### src/usbd_consts.svh
// Register offsets, field positions, reset values and timing counts
`ifndef USBD_CONSTS_SVH
`define USBD_CONSTS_SVH

// ----------------------------------------------------------------
// Register offsets
// ----------------------------------------------------------------
`define USBD_OFS_CONTROL 8'hc1
`define USBD_OFS_POWERDOWN 8'hc2
`define USBD_OFS_IRQ_ENABLE 8'hc3
`define USBD_DEVICE_SELECT 8'h80

// ----------------------------------------------------------------
// Control register fields
// ----------------------------------------------------------------
`define USBD_CTL_SPEED 7
`define USBD_CTL_ATTACHED 6
`define USBD_CTL_SOFT_RESET 5
`define USBD_CTL_SUSPEND 4
`define USBD_CTL_INIT 3
`define USBD_CTL_RESUME 2
`define USBD_CTL_CORE_CLK 1
`define USBD_CTL_PLL 0

// ----------------------------------------------------------------
// Power-down register fields
// ----------------------------------------------------------------
`define USBD_PD_TX 1
`define USBD_PD_RX 0

// ----------------------------------------------------------------
// Event positions, shared by enable and flag bytes
// ----------------------------------------------------------------
`define USBD_EV_SE0 7
`define USBD_EV_ATTACH 6
`define USBD_EV_DETACH 5
`define USBD_EV_SUSPEND_FLAG_BEGIN 4
`define USBD_EV_SUSPEND_FLAG_END 3
`define USBD_EV_STATUS 2
`define USBD_EV_SETUP 1
`define USBD_EV_SOF 0

// ----------------------------------------------------------------
// Reset values
// ----------------------------------------------------------------
`define USBD_RST_POWERDOWN 8'h00
`define USBD_RST_IRQ_ENABLE 8'h00
`define USBD_RST_FLAGS 8'h00

// ----------------------------------------------------------------
// Timing
// ----------------------------------------------------------------
`define USBD_CLK_MHZ 25
`define USBD_SE0_MIN_NS 2500
`define USBD_IDLE_MIN_NS 3000000
`define USBD_SE0_CYCLES ((`USBD_SE0_MIN_NS * `USBD_CLK_MHZ + 999) / 1000)
`define USBD_IDLE_CYCLES ((`USBD_IDLE_MIN_NS * `USBD_CLK_MHZ + 999) / 1000)
`define USBD_SWR_CYCLES 16
`define USBD_WAKE_CYCLES 25000

`endif

### src/usbd_pkg.sv
// Types shared by the device control block
package usbd_pkg;

  typedef struct packed {
    logic [7:0] addr;
    logic [7:0] wdata;
    logic wr;
    logic rd;
  } usbd_sfr_t;

  typedef struct packed {
    logic se0;
    logic attach_pin;
    logic bus_idle;
    logic sof;
    logic status_end;
    logic setup_rx;
  } usbd_evt_t;

  typedef enum logic [0:0] {
    USBD_RUN = 1'b0,
    USBD_SWRESET = 1'b1
  } usbd_rst_state_t;

endpackage

### src/usbd_ctrl.sv
// USB device-level control, power-down and interrupt enable registers
//
// Contract
// - End of soft reset sets init pending
// - Resume request while suspended wakes the bus
// - Resume zero write ignored; auto-cleared unsuspended
// - Core clock enable gates core clock
// - PLL enable drives PLL, off after reset
// - Bit 1 powers down transmitter, reset zero
// - Bit 0 powers down receiver, blocks wake
// - Interrupt needs individual, group, global enables
// - Eight enables in fixed order, reset zero
// - Long single-ended zero raises reset event
// - Attach and detach each raise an event
// - Suspend entry and exit raise events
// - End of status phase raises event
// - Forwarded setup packet raises event
// - Start of frame raises event
// - Writing soft reset request starts reset
// - Speed bit zero low, one full
// - Suspend after 3 ms idle until activity
// - Registers answer only when select is 80
`include "usbd_consts.svh"

module usbd_ctrl #(
  parameter int IDLE_CYCLES = `USBD_IDLE_CYCLES,
  parameter int WAKE_CYCLES = `USBD_WAKE_CYCLES,
  parameter int SWR_CYCLES = `USBD_SWR_CYCLES
) (
  input wire logic i_sys_clk,
  input wire logic i_rst_n,
  input wire usbd_pkg::usbd_sfr_t i_sfr,
  input wire logic [7:0] i_endpoint_select,
  input wire usbd_pkg::usbd_evt_t i_evt,
  input wire logic [7:0] i_flag_clear,
  input wire logic i_group_irq_en,
  input wire logic i_global_irq_en,
  output logic [7:0] o_sfr_rdata,
  output logic o_full_speed,
  output logic o_core_clk_en,
  output logic o_pll_en,
  output logic o_tx_powerdown,
  output logic o_rx_powerdown,
  output logic o_bus_wake_en,
  output logic o_soft_reset,
  output logic o_suspend,
  output logic o_remote_wake,
  output logic [7:0] o_event_flags,
  output logic o_irq
);
  import usbd_pkg::*;

  localparam int SE0_CYCLES = `USBD_SE0_CYCLES;

  // ----------------------------------------------------------------
  // Access decode
  // ----------------------------------------------------------------
  logic dev_sel;
  logic wr_ctl;
  logic wr_pd;
  logic wr_ien;
  logic rd_hit;
  function automatic logic hit(input logic [7:0] a, input logic [7:0] o);
    hit = (a == o);
  endfunction
  assign dev_sel = (i_endpoint_select == `USBD_DEVICE_SELECT);
  assign wr_ctl = i_sfr.wr && dev_sel && hit(i_sfr.addr, `USBD_OFS_CONTROL);
  assign wr_pd = i_sfr.wr && dev_sel && hit(i_sfr.addr, `USBD_OFS_POWERDOWN);
  assign wr_ien = i_sfr.wr && dev_sel && hit(i_sfr.addr, `USBD_OFS_IRQ_ENABLE);
  assign rd_hit = i_sfr.rd && dev_sel;

  // ----------------------------------------------------------------
  // Control register state
  // ----------------------------------------------------------------
  logic speed_reg;
  logic core_clk_reg;
  logic pll_reg;
  logic init_reg;
  logic resume_reg;
  logic suspend_reg;
  logic attach_reg;
  logic [7:0] pd_reg;
  logic [7:0] ien_reg;
  logic [7:0] flag_reg;
  logic [7:0] flag_next;

  // ----------------------------------------------------------------
  // Soft reset sequencer
  // ----------------------------------------------------------------
  usbd_rst_state_t rst_state_reg;
  logic [15:0] swr_cnt_reg;
  logic swr_done;
  assign swr_done = (rst_state_reg == USBD_SWRESET)
    && (swr_cnt_reg == 16'(SWR_CYCLES - 1));

  always_ff @(posedge i_sys_clk or negedge i_rst_n) begin
    if (!i_rst_n) begin
      rst_state_reg <= USBD_RUN;
      swr_cnt_reg <= 16'h0000;
    end else begin
      unique case (rst_state_reg)
        USBD_RUN: begin
          swr_cnt_reg <= 16'h0000;
          if (wr_ctl && i_sfr.wdata[`USBD_CTL_SOFT_RESET]) begin
            rst_state_reg <= USBD_SWRESET;
          end
        end
        USBD_SWRESET: begin
          swr_cnt_reg <= swr_cnt_reg + 16'h0001;
          if (swr_done) begin
            rst_state_reg <= USBD_RUN;
          end
        end
      endcase
    end
  end

  // Speed can change only in the same write that requests a reset
  always_ff @(posedge i_sys_clk or negedge i_rst_n) begin
    if (!i_rst_n) begin
      speed_reg <= 1'b0;
    end else if (wr_ctl && i_sfr.wdata[`USBD_CTL_SOFT_RESET]) begin
      speed_reg <= i_sfr.wdata[`USBD_CTL_SPEED];
    end
  end

  always_ff @(posedge i_sys_clk or negedge i_rst_n) begin
    if (!i_rst_n) begin
      core_clk_reg <= 1'b0;
      pll_reg <= 1'b0;
    end else if (wr_ctl) begin
      core_clk_reg <= i_sfr.wdata[`USBD_CTL_CORE_CLK];
      pll_reg <= i_sfr.wdata[`USBD_CTL_PLL];
    end
  end

  // Hardware set wins over a software clear in the same cycle
  always_ff @(posedge i_sys_clk or negedge i_rst_n) begin
    if (!i_rst_n) begin
      init_reg <= 1'b0;
    end else if (swr_done) begin
      init_reg <= 1'b1;
    end else if (wr_ctl && !i_sfr.wdata[`USBD_CTL_INIT]) begin
      init_reg <= 1'b0;
    end
  end

  // ----------------------------------------------------------------
  // Suspend and resume
  // ----------------------------------------------------------------
  logic [31:0] idle_cnt_reg;
  logic [31:0] wake_cnt_reg;
  logic idle_long;
  logic resume_set;
  assign idle_long = (idle_cnt_reg == 32'(IDLE_CYCLES));
  assign resume_set = wr_ctl && i_sfr.wdata[`USBD_CTL_RESUME] && suspend_reg;

  // Counter saturates so a long idle does not wrap into a new entry
  always_ff @(posedge i_sys_clk or negedge i_rst_n) begin
    if (!i_rst_n) begin
      idle_cnt_reg <= 32'h00000000;
    end else if (!i_evt.bus_idle || resume_set) begin
      idle_cnt_reg <= 32'h00000000;
    end else if (!idle_long) begin
      idle_cnt_reg <= idle_cnt_reg + 32'h00000001;
    end
  end

  always_ff @(posedge i_sys_clk or negedge i_rst_n) begin
    if (!i_rst_n) begin
      suspend_reg <= 1'b0;
    end else if (!i_evt.bus_idle || resume_set || resume_reg) begin
      suspend_reg <= 1'b0;
    end else if (idle_long) begin
      suspend_reg <= 1'b1;
    end
  end

  // Zero writes never touch the bit; it drops once suspend is gone
  always_ff @(posedge i_sys_clk or negedge i_rst_n) begin
    if (!i_rst_n) begin
      resume_reg <= 1'b0;
    end else if (resume_set) begin
      resume_reg <= 1'b1;
    end else if (!suspend_reg) begin
      resume_reg <= 1'b0;
    end
  end

  always_ff @(posedge i_sys_clk or negedge i_rst_n) begin
    if (!i_rst_n) begin
      wake_cnt_reg <= 32'h00000000;
    end else if (resume_set) begin
      wake_cnt_reg <= 32'(WAKE_CYCLES);
    end else if (wake_cnt_reg != 32'h00000000) begin
      wake_cnt_reg <= wake_cnt_reg - 32'h00000001;
    end
  end

  // ----------------------------------------------------------------
  // Power-down and interrupt enable registers
  // ----------------------------------------------------------------
  always_ff @(posedge i_sys_clk or negedge i_rst_n) begin
    if (!i_rst_n) begin
      pd_reg <= `USBD_RST_POWERDOWN;
    end else if (wr_pd) begin
      pd_reg <= 8'h00;
      pd_reg[`USBD_PD_TX] <= i_sfr.wdata[`USBD_PD_TX];
      pd_reg[`USBD_PD_RX] <= i_sfr.wdata[`USBD_PD_RX];
    end
  end

  always_ff @(posedge i_sys_clk or negedge i_rst_n) begin
    if (!i_rst_n) begin
      ien_reg <= `USBD_RST_IRQ_ENABLE;
    end else if (wr_ien) begin
      ien_reg <= i_sfr.wdata;
    end
  end

  // ----------------------------------------------------------------
  // Event detection
  // ----------------------------------------------------------------
  logic [7:0] se0_cnt_reg;
  logic se0_hit;
  logic [7:0] evt;
  // Fires once per long SE0; short end-of-packet SE0 never reaches it
  assign se0_hit = i_evt.se0 && (se0_cnt_reg == 8'(SE0_CYCLES - 1));

  always_ff @(posedge i_sys_clk or negedge i_rst_n) begin
    if (!i_rst_n) begin
      se0_cnt_reg <= 8'h00;
    end else if (!i_evt.se0) begin
      se0_cnt_reg <= 8'h00;
    end else if (se0_cnt_reg != 8'(SE0_CYCLES)) begin
      se0_cnt_reg <= se0_cnt_reg + 8'h01;
    end
  end

  always_ff @(posedge i_sys_clk or negedge i_rst_n) begin
    if (!i_rst_n) begin
      attach_reg <= 1'b0;
    end else begin
      attach_reg <= i_evt.attach_pin;
    end
  end

  always_comb begin
    evt = 8'h00;
    evt[`USBD_EV_SE0] = se0_hit;
    evt[`USBD_EV_ATTACH] = i_evt.attach_pin && !attach_reg;
    evt[`USBD_EV_DETACH] = !i_evt.attach_pin && attach_reg;
    evt[`USBD_EV_SUSPEND_FLAG_BEGIN] = idle_long && !suspend_reg
      && i_evt.bus_idle && !resume_set && !resume_reg;
    evt[`USBD_EV_SUSPEND_FLAG_END] = suspend_reg
      && (!i_evt.bus_idle || resume_set || resume_reg);
    evt[`USBD_EV_STATUS] = i_evt.status_end;
    evt[`USBD_EV_SETUP] = i_evt.setup_rx;
    evt[`USBD_EV_SOF] = i_evt.sof;
  end

  // Set wins over a clear arriving in the same cycle
  assign flag_next = (flag_reg & ~i_flag_clear) | evt;

  always_ff @(posedge i_sys_clk or negedge i_rst_n) begin
    if (!i_rst_n) begin
      flag_reg <= `USBD_RST_FLAGS;
    end else begin
      flag_reg <= flag_next;
    end
  end

  // ----------------------------------------------------------------
  // Outputs
  // ----------------------------------------------------------------
  logic [7:0] ctl_view;
  always_comb begin
    ctl_view = 8'h00;
    ctl_view[`USBD_CTL_SPEED] = speed_reg;
    ctl_view[`USBD_CTL_ATTACHED] = attach_reg;
    ctl_view[`USBD_CTL_SOFT_RESET] = (rst_state_reg == USBD_SWRESET);
    ctl_view[`USBD_CTL_SUSPEND] = suspend_reg;
    ctl_view[`USBD_CTL_INIT] = init_reg;
    ctl_view[`USBD_CTL_RESUME] = resume_reg;
    ctl_view[`USBD_CTL_CORE_CLK] = core_clk_reg;
    ctl_view[`USBD_CTL_PLL] = pll_reg;
  end

  // Read data is registered; unselected or unmapped reads give zero
  always_ff @(posedge i_sys_clk or negedge i_rst_n) begin
    if (!i_rst_n) begin
      o_sfr_rdata <= 8'h00;
    end else if (!rd_hit) begin
      o_sfr_rdata <= 8'h00;
    end else begin
      unique case (i_sfr.addr)
        `USBD_OFS_CONTROL: o_sfr_rdata <= ctl_view;
        `USBD_OFS_POWERDOWN: o_sfr_rdata <= pd_reg;
        `USBD_OFS_IRQ_ENABLE: o_sfr_rdata <= ien_reg;
        default: o_sfr_rdata <= 8'h00;
      endcase
    end
  end

  always_ff @(posedge i_sys_clk or negedge i_rst_n) begin
    if (!i_rst_n) begin
      o_full_speed <= 1'b0;
      o_core_clk_en <= 1'b0;
      o_pll_en <= 1'b0;
      o_tx_powerdown <= 1'b0;
      o_rx_powerdown <= 1'b0;
      o_bus_wake_en <= 1'b1;
      o_soft_reset <= 1'b0;
      o_suspend <= 1'b0;
      o_remote_wake <= 1'b0;
      o_event_flags <= `USBD_RST_FLAGS;
      o_irq <= 1'b0;
    end else begin
      o_full_speed <= speed_reg;
      o_core_clk_en <= core_clk_reg;
      o_pll_en <= pll_reg;
      o_tx_powerdown <= pd_reg[`USBD_PD_TX];
      o_rx_powerdown <= pd_reg[`USBD_PD_RX];
      o_bus_wake_en <= !pd_reg[`USBD_PD_RX];
      o_soft_reset <= (rst_state_reg == USBD_SWRESET);
      o_suspend <= suspend_reg;
      o_remote_wake <= (wake_cnt_reg != 32'h00000000);
      o_event_flags <= flag_reg;
      o_irq <= (|(flag_reg & ien_reg)) && i_group_irq_en
        && i_global_irq_en;
    end
  end

endmodule // usbd_ctrl

### config.mk
export PLATFORM = sky130hd
export DESIGN_NAME = usbd_ctrl
export DESIGN_NICKNAME = d
export VERILOG_FILES = /design/src/usbd_pkg.sv /design/src/usbd_ctrl.sv
export VERILOG_INCLUDE_DIRS = /design/src
export SDC_FILE = /design/constraint.sdc
export NUM_CORES = 1
export LEC_CHECK = 0
export ABC_AREA = 1
export BUFFER_PORTS_ARGS = -buffer_cell sky130_fd_sc_hd__buf_4
export CELL_PAD_IN_SITES_DETAIL_PLACEMENT = 2
export CELL_PAD_IN_SITES_GLOBAL_PLACEMENT = 2
export CORE_MARGIN = 4
export CORE_UTILIZATION = 33
export CTS_BUF_LIST = sky130_fd_sc_hd__clkbuf_8
export CTS_CLUSTER_SIZE = 20
export DETAILED_ROUTE_END_ITERATION = 10
export PLACE_DENSITY = 0.79
export RECOVER_POWER = 25
export SLEW_MARGIN = 40
export SYNTH_ARGS = -nofsm -noshare
export SYNTH_HDL_FRONTEND = slang
export SYNTH_SLANG_ARGS = --single-unit
### constraint.sdc
create_clock -name i_sys_clk -period 1.49 [get_ports i_sys_clk]
set_input_delay 0.149 -clock i_sys_clk [delete_from_list [all_inputs] [get_ports i_sys_clk]]
set_output_delay 0.149 -clock i_sys_clk [all_outputs]
set_load 0.05 [all_outputs]
==> Yosys cells after proc, flatten, opt, wreduce, memory -nomap -nowiden <==
Cells that the tools add are included.
{ "totals": {"elab_cells": 100, "in_bits": 44, "ff_bits": 140, "output_inout_bits": 26} }
{ "classes": {"eq_ne": 11, "n_reduce_logical": 35, "add_sub_neg": 4, "bitwise_logic": 5, "muxes": 18} }
{ "op_table": {"columns": ["operator", "n"], "rows": [
  ["32-bit 2-to-1 mux", 4],
  ["32-bit by 1-bit adder with 32-bit output, second input constant", 1],
  ["32-bit by 17-bit equality test with 1-bit output, second input constant", 1],
  ["8-bit equality test, second input constant", 4],
  ["16-bit one-hot mux with 2 select lines", 1],
  ["32-bit nonzero test", 1],
  ["32-bit by 1-bit subtractor with 32-bit output, second input constant", 1],
  ["8-bit 2-to-1 mux", 3],
  ["8-bit one-hot mux with 3 select lines", 1],
  ["1-bit logical AND", 20],
  ["16-bit by 1-bit adder with 16-bit output, second input constant", 1],
  ["8-bit bitwise AND", 2],
  ["16-bit by 4-bit equality test with 1-bit output, second input constant", 1],
  ["8-bit by 1-bit adder with 8-bit output, second input constant", 1],
  ["8-bit by 6-bit equality test with 1-bit output, second input constant", 1],
  ["1-bit zero test", 8],
  ["1-bit 2-to-1 mux", 8],
  ["8-bit by 6-bit != test with 1-bit output, second input constant", 1],
  ["8-bit NOT", 1],
  ["8-bit OR", 1],
  ["8-bit OR reduction", 1],
  ["2-bit by 1-bit != test with 1-bit output, second input constant", 3],
  ["2-bit nonzero test", 3],
  ["1-bit logical OR", 2],
  ["other kinds (2)", 2]
]} }

==> Depth between registers and ports, before layout <==
{ "depth": {"depth_word": 9, "depth_mapped": 10, "mapped_depth_nobuf": 10} }

==> Worst setup path after synthesis <==
OpenSTA, ideal clock, no wires.
{ "synth_timing": {"path_type": "reg2reg", "start": "register wake_cnt_reg[0]", "end": "register wake_cnt_reg[19]", "arrival_ns": 1.517, "n_path_buf": 1, "path_slack_ns": -0.142, "stages_incl_launch_ff": 9, "setup_ns": 0.115, "required_time_ns": 1.375, "synth_period_minus_slack_ns": 1.632, "path_cell_list": "dfrtp_1 -> inv_1 -> ha_1 -> nand2_4 -> nor2_8 -> nand4_4 -> buf_6 -> nand4_1 -> inv_1"} }
{ "synth_between": {"elab_chain_cells": 3, "elab_cells_between_ends": 5, "cone_classes": "add/sub (1); mux (2); reduce/logical (2)"} }
{ "synth_lines": {"columns": ["element", "line_no", "text"], "rows": [
  ["start, declared", "usbd_ctrl.sv:152", "logic [31:0] wake_cnt_reg;"],
  ["start signal, assigned", "usbd_ctrl.sv:194", "wake_cnt_reg <= 32'(WAKE_CYCLES);"],
  ["start signal, assigned", "usbd_ctrl.sv:196", "wake_cnt_reg <= wake_cnt_reg - 32'h00000001;"],
  ["32-bit by 1-bit subtractor with 32-bit output", "usbd_ctrl.sv:196", null],
  ["32-bit 2-to-1 mux", "usbd_ctrl.sv:195", "end else if (wake_cnt_reg != 32'h00000000) begin"],
  ["32-bit 2-to-1 mux", "usbd_ctrl.sv:193", "end else if (resume_set) begin"]
]} }
Parallel ways exist; a longest one is shown, timed or not. The select of a mux whose other input is x is not followed.
A chain may end at the register's enable or synchronous reset.

==> Worst setup path in the final report <==
{ "layout_timing": {"start": "register idle_cnt_reg[0]", "end": "register idle_cnt_reg[18]"} }
{ "layout_between": {"elab_chain_cells": 3, "elab_cells_between_ends": 5, "cone_classes": "add/sub (1); eq/ne (2); mux (2)"} }
{ "layout_lines": {"columns": ["element", "line_no", "text"], "rows": [
  ["start, declared", "usbd_ctrl.sv:151", "logic [31:0] idle_cnt_reg;"],
  ["start signal, assigned", "usbd_ctrl.sv:165", "idle_cnt_reg <= idle_cnt_reg + 32'h00000001;"],
  ["32-bit by 1-bit adder with 32-bit output", "usbd_ctrl.sv:165", null],
  ["32-bit 2-to-1 mux", "usbd_ctrl.sv:164", "end else if (!idle_long) begin"],
  ["32-bit 2-to-1 mux", "usbd_ctrl.sv:162", "end else if (!i_evt.bus_idle || resume_set) begin"]
]} }
Parallel ways exist; a longest one is shown, timed or not. The select of a mux whose other input is x is not followed.

==> flow_summary.toml <==
[die]
die-height_um = 159
fp-row-count = 54
die-area_um2 = 25200
core_area_um2 = 22100
dieWidth_um = 159
start_util_pct = 33.9
pin_count = 70

[detailed_routing]
firstDrtPassIters = 5
ant_nets = 0
wl_per_cell_um = 30.3
drcViolationCount = 0
wl_um = 46000
drt_iter0_markers = 655
via_count = 8661
viasPerCell = 5.71

[setup_path]
r2r_slack_ps = -460
reg2reg_depth = 9
rr_startpoint = "idle_cnt_reg[0]"
crit_type = "reg2reg"
cp-end-kind = "flip-flop"
required_ps = 1850
r2r_end = "idle_cnt_reg[18]"
critPathMaxFanout = 4
crit_end = "idle_cnt_reg[18]"
critPathLaunch = "idle_cnt_reg[0]"
start_kind = "flip-flop"
cp_data_arrival_time_ps = 2310

[pwr]
ir_drop_v = 0.000562
intPower_uw = 5470
fin_total_pwr_uw = 7960
clkPwrFrac_pct = 43.4
p_per_area_nw_per_um2 = 708
power.switching_uw = 2480
pwr-share-seq_pct = 48.8
p_leak_uw = 0.00527
power_frac_comb_pct = 7.8
swShare_pct = 31.2

[grt]
grt_max_degree = 38
grt_pass1_wl_um = 56000
grt_pass1_vias = 9259
antenna_found_initial = 0
gr-usage-all-layers_pct = 28.3
grt_remaining_overflow = 0

[outcome]
violations = "negative setup slack"
status = "complete, but fails checks"

[clock_network]
cts_tree = "yes"
cts_max_level = 4
cts_made_buffers = 17
cts.sinks = 140
path_clk_slew_ps = 120
cts_max_path_buffers = 2
root_buffer = "clkbuf_8"
insertion_delay_ps = 510

[placed_design]
gp_congestion = 0.819
numPortBuffers = 69
place_area_um2 = 9140
post-dp-hpwl_um = 20100

[logic_synthesis]
synthesis.instances = 975
syn_area_um2 = 7500
synth_area_per_cell_um2 = 7.69
yosysSeqAreaShare_pct = 46.7
ys_ff_latch = 140
synth_cell_types = 44
synth-async-reset-ratio_pct = 100
yosysWarningCount = 0
ys.flop_type = "dfrtp_1"
synth_edf_count = 0
syn-num-nets = 1025

[sta]
fmax_ghz = 0.514
min_period_ps = 1950
rsz0062_at_grt = "true"
setup_viol = 76
holdWs_ps = 160
maxSlewViolCount = 0
finalHoldViolations = 0
maxSlewHeadroom_pct = 25.3
fin_tns_setup_ps = -14600
setup_ws_ps = -456
period_share_pct = 131
clock_skew_ps = 21.1
worstMarginPinSlew_ps = 1120

[final_layout]
final_cell_mix = "185 x buf_4, 175 x nand2_1, 120 x inv_1"
design_area_um2 = 11200
post-route-util_pct = 50.8
layout_commonest_cell = "buf_4"
syn_to_final_growth_pct = 49.8
nNetsFinal = 1273
antenna_cells = 0
drive_gt1_share_pct = 42.5

[hold_path]
hold_class = "in2reg"

[flow_run]
cap_violations = 0
repair_timing:
action,CTS,global route
setup endpoints to repair,57,85
pin swaps,15,79
gates cloned,0,2
hold buffers,25,0
setup buffers,9,39
endpoints found under the hold margin,171,0
gates resized for setup,85,234
final cells by class:
class	count	area (um2)
Clock inverter	15	151
Sequential cell	140	3550
Timing Repair Buffer	239	2060
Multi-Input combinational cell	682	4320
Fill cell	2414	10900
Clock buffer	17	234
Tap cell	280	350
Inverter	143	554
cells in the mapped netlist (3+ instances only):
library cell / count / share of area [%]
nand2_1: 225 / 11
nor2_1: 170 / 8.5
dfrtp_1: 139 / 46
inv_1: 134 / 6.7
nand3_1: 49 / 3.3
nand4_1: 38 / 3.2
a21oi_1: 29 / 1.9
o21ai_0: 27 / 1.8
nor2_2: 20 / 1.7
xor2_1: 16 / 1.9
nor3_1: 14 / 0.93
nand2_2: 10 / 0.83
nand3b_1: 10 / 1.0
o21ai_1: 10 / 0.67
o21bai_1: 8 / 0.80
xnor2_1: 7 / 0.82
ha_1: 6 / 1.0
o22ai_1: 6 / 0.50
inv_2: 5 / 0.25
nor2_4: 5 / 0.75
nand3_2: 4 / 0.53
a22oi_1: 3 / 0.30
buf_4: 3 / 0.30
clkbuf_1: 3 / 0.15
clkinv_2: 3 / 0.20
nor3_2: 3 / 0.40
or2_2: 3 / 0.25
cells by family after synthesis:
kind of cell | Yosys count | synth area share (%)
AOI/OAI and AO/OA | 92 | 6.89
DFF | 140 | 46.7
and+or+nand+nor | 561 | 34.6
xor gates and xnor gates | 23 | 2.69
adders and majority gates | 6 | 1.00
buffers and inverters | 153 | 8.09
routing by layer:
layer / global-route usage, % / up-vias / wire length [um]
li1: - / 3584 / -
met1: 33.0 / 4532 / 18500
met2: 52.7 / 398 / 23000
met3: 4.02 / 147 / 2360
met4: 10.1 / 0 / 2130
met5: 0 / - / 0
through the flow:
stage | setup slack [ps] | std cells
6_report | -456 | 1516
4_1_cts | -54.3 | 1477
5_1_grt | -456 | 1516
2_1_floorplan | 7.19 | 975
3_3_place_gp | -98.2 | 1411
3_5_place_dp | -178 | 1411
worst max-delay path, cell delays in order, from the launching register on:
cell and delay [ps]:
dfrtp_2 490, buf_12 140, ha_4 150, nand3_4 130, inv_4 120, nand2_4 90, nor2_4 160, nand3_2 110
xor2_1 280, nor2_1 140
how the worst min path moves through the flow:
stage	startpoint	slack, ps	end	depth (start not counted)
2_1_floorplan	i_rst_n	-150	attach_reg	0
3_3_place_gp	i_rst_n	90	se0_cnt_reg[0]	1
3_5_place_dp	i_rst_n	90	se0_cnt_reg[0]	1
4_1_cts	i_sfr[0]	70	o_sfr_rdata[1]	5
5_1_grt	i_sfr[0]	170	o_sfr_rdata[0]	5
6_report	i_sfr[0]	160	o_sfr_rdata[0]	5
power groups by stage:
stage	Sequential [uW]	Clock (uW)	Combinational [uW]
floorplan	3970	0	101
global placement	3940	0	426
detailed placement	3940	0	443
CTS	3870	3270	513
global route	3890	3610	654
finish	3880	3450	617
(Power assumes the default switching activity.)
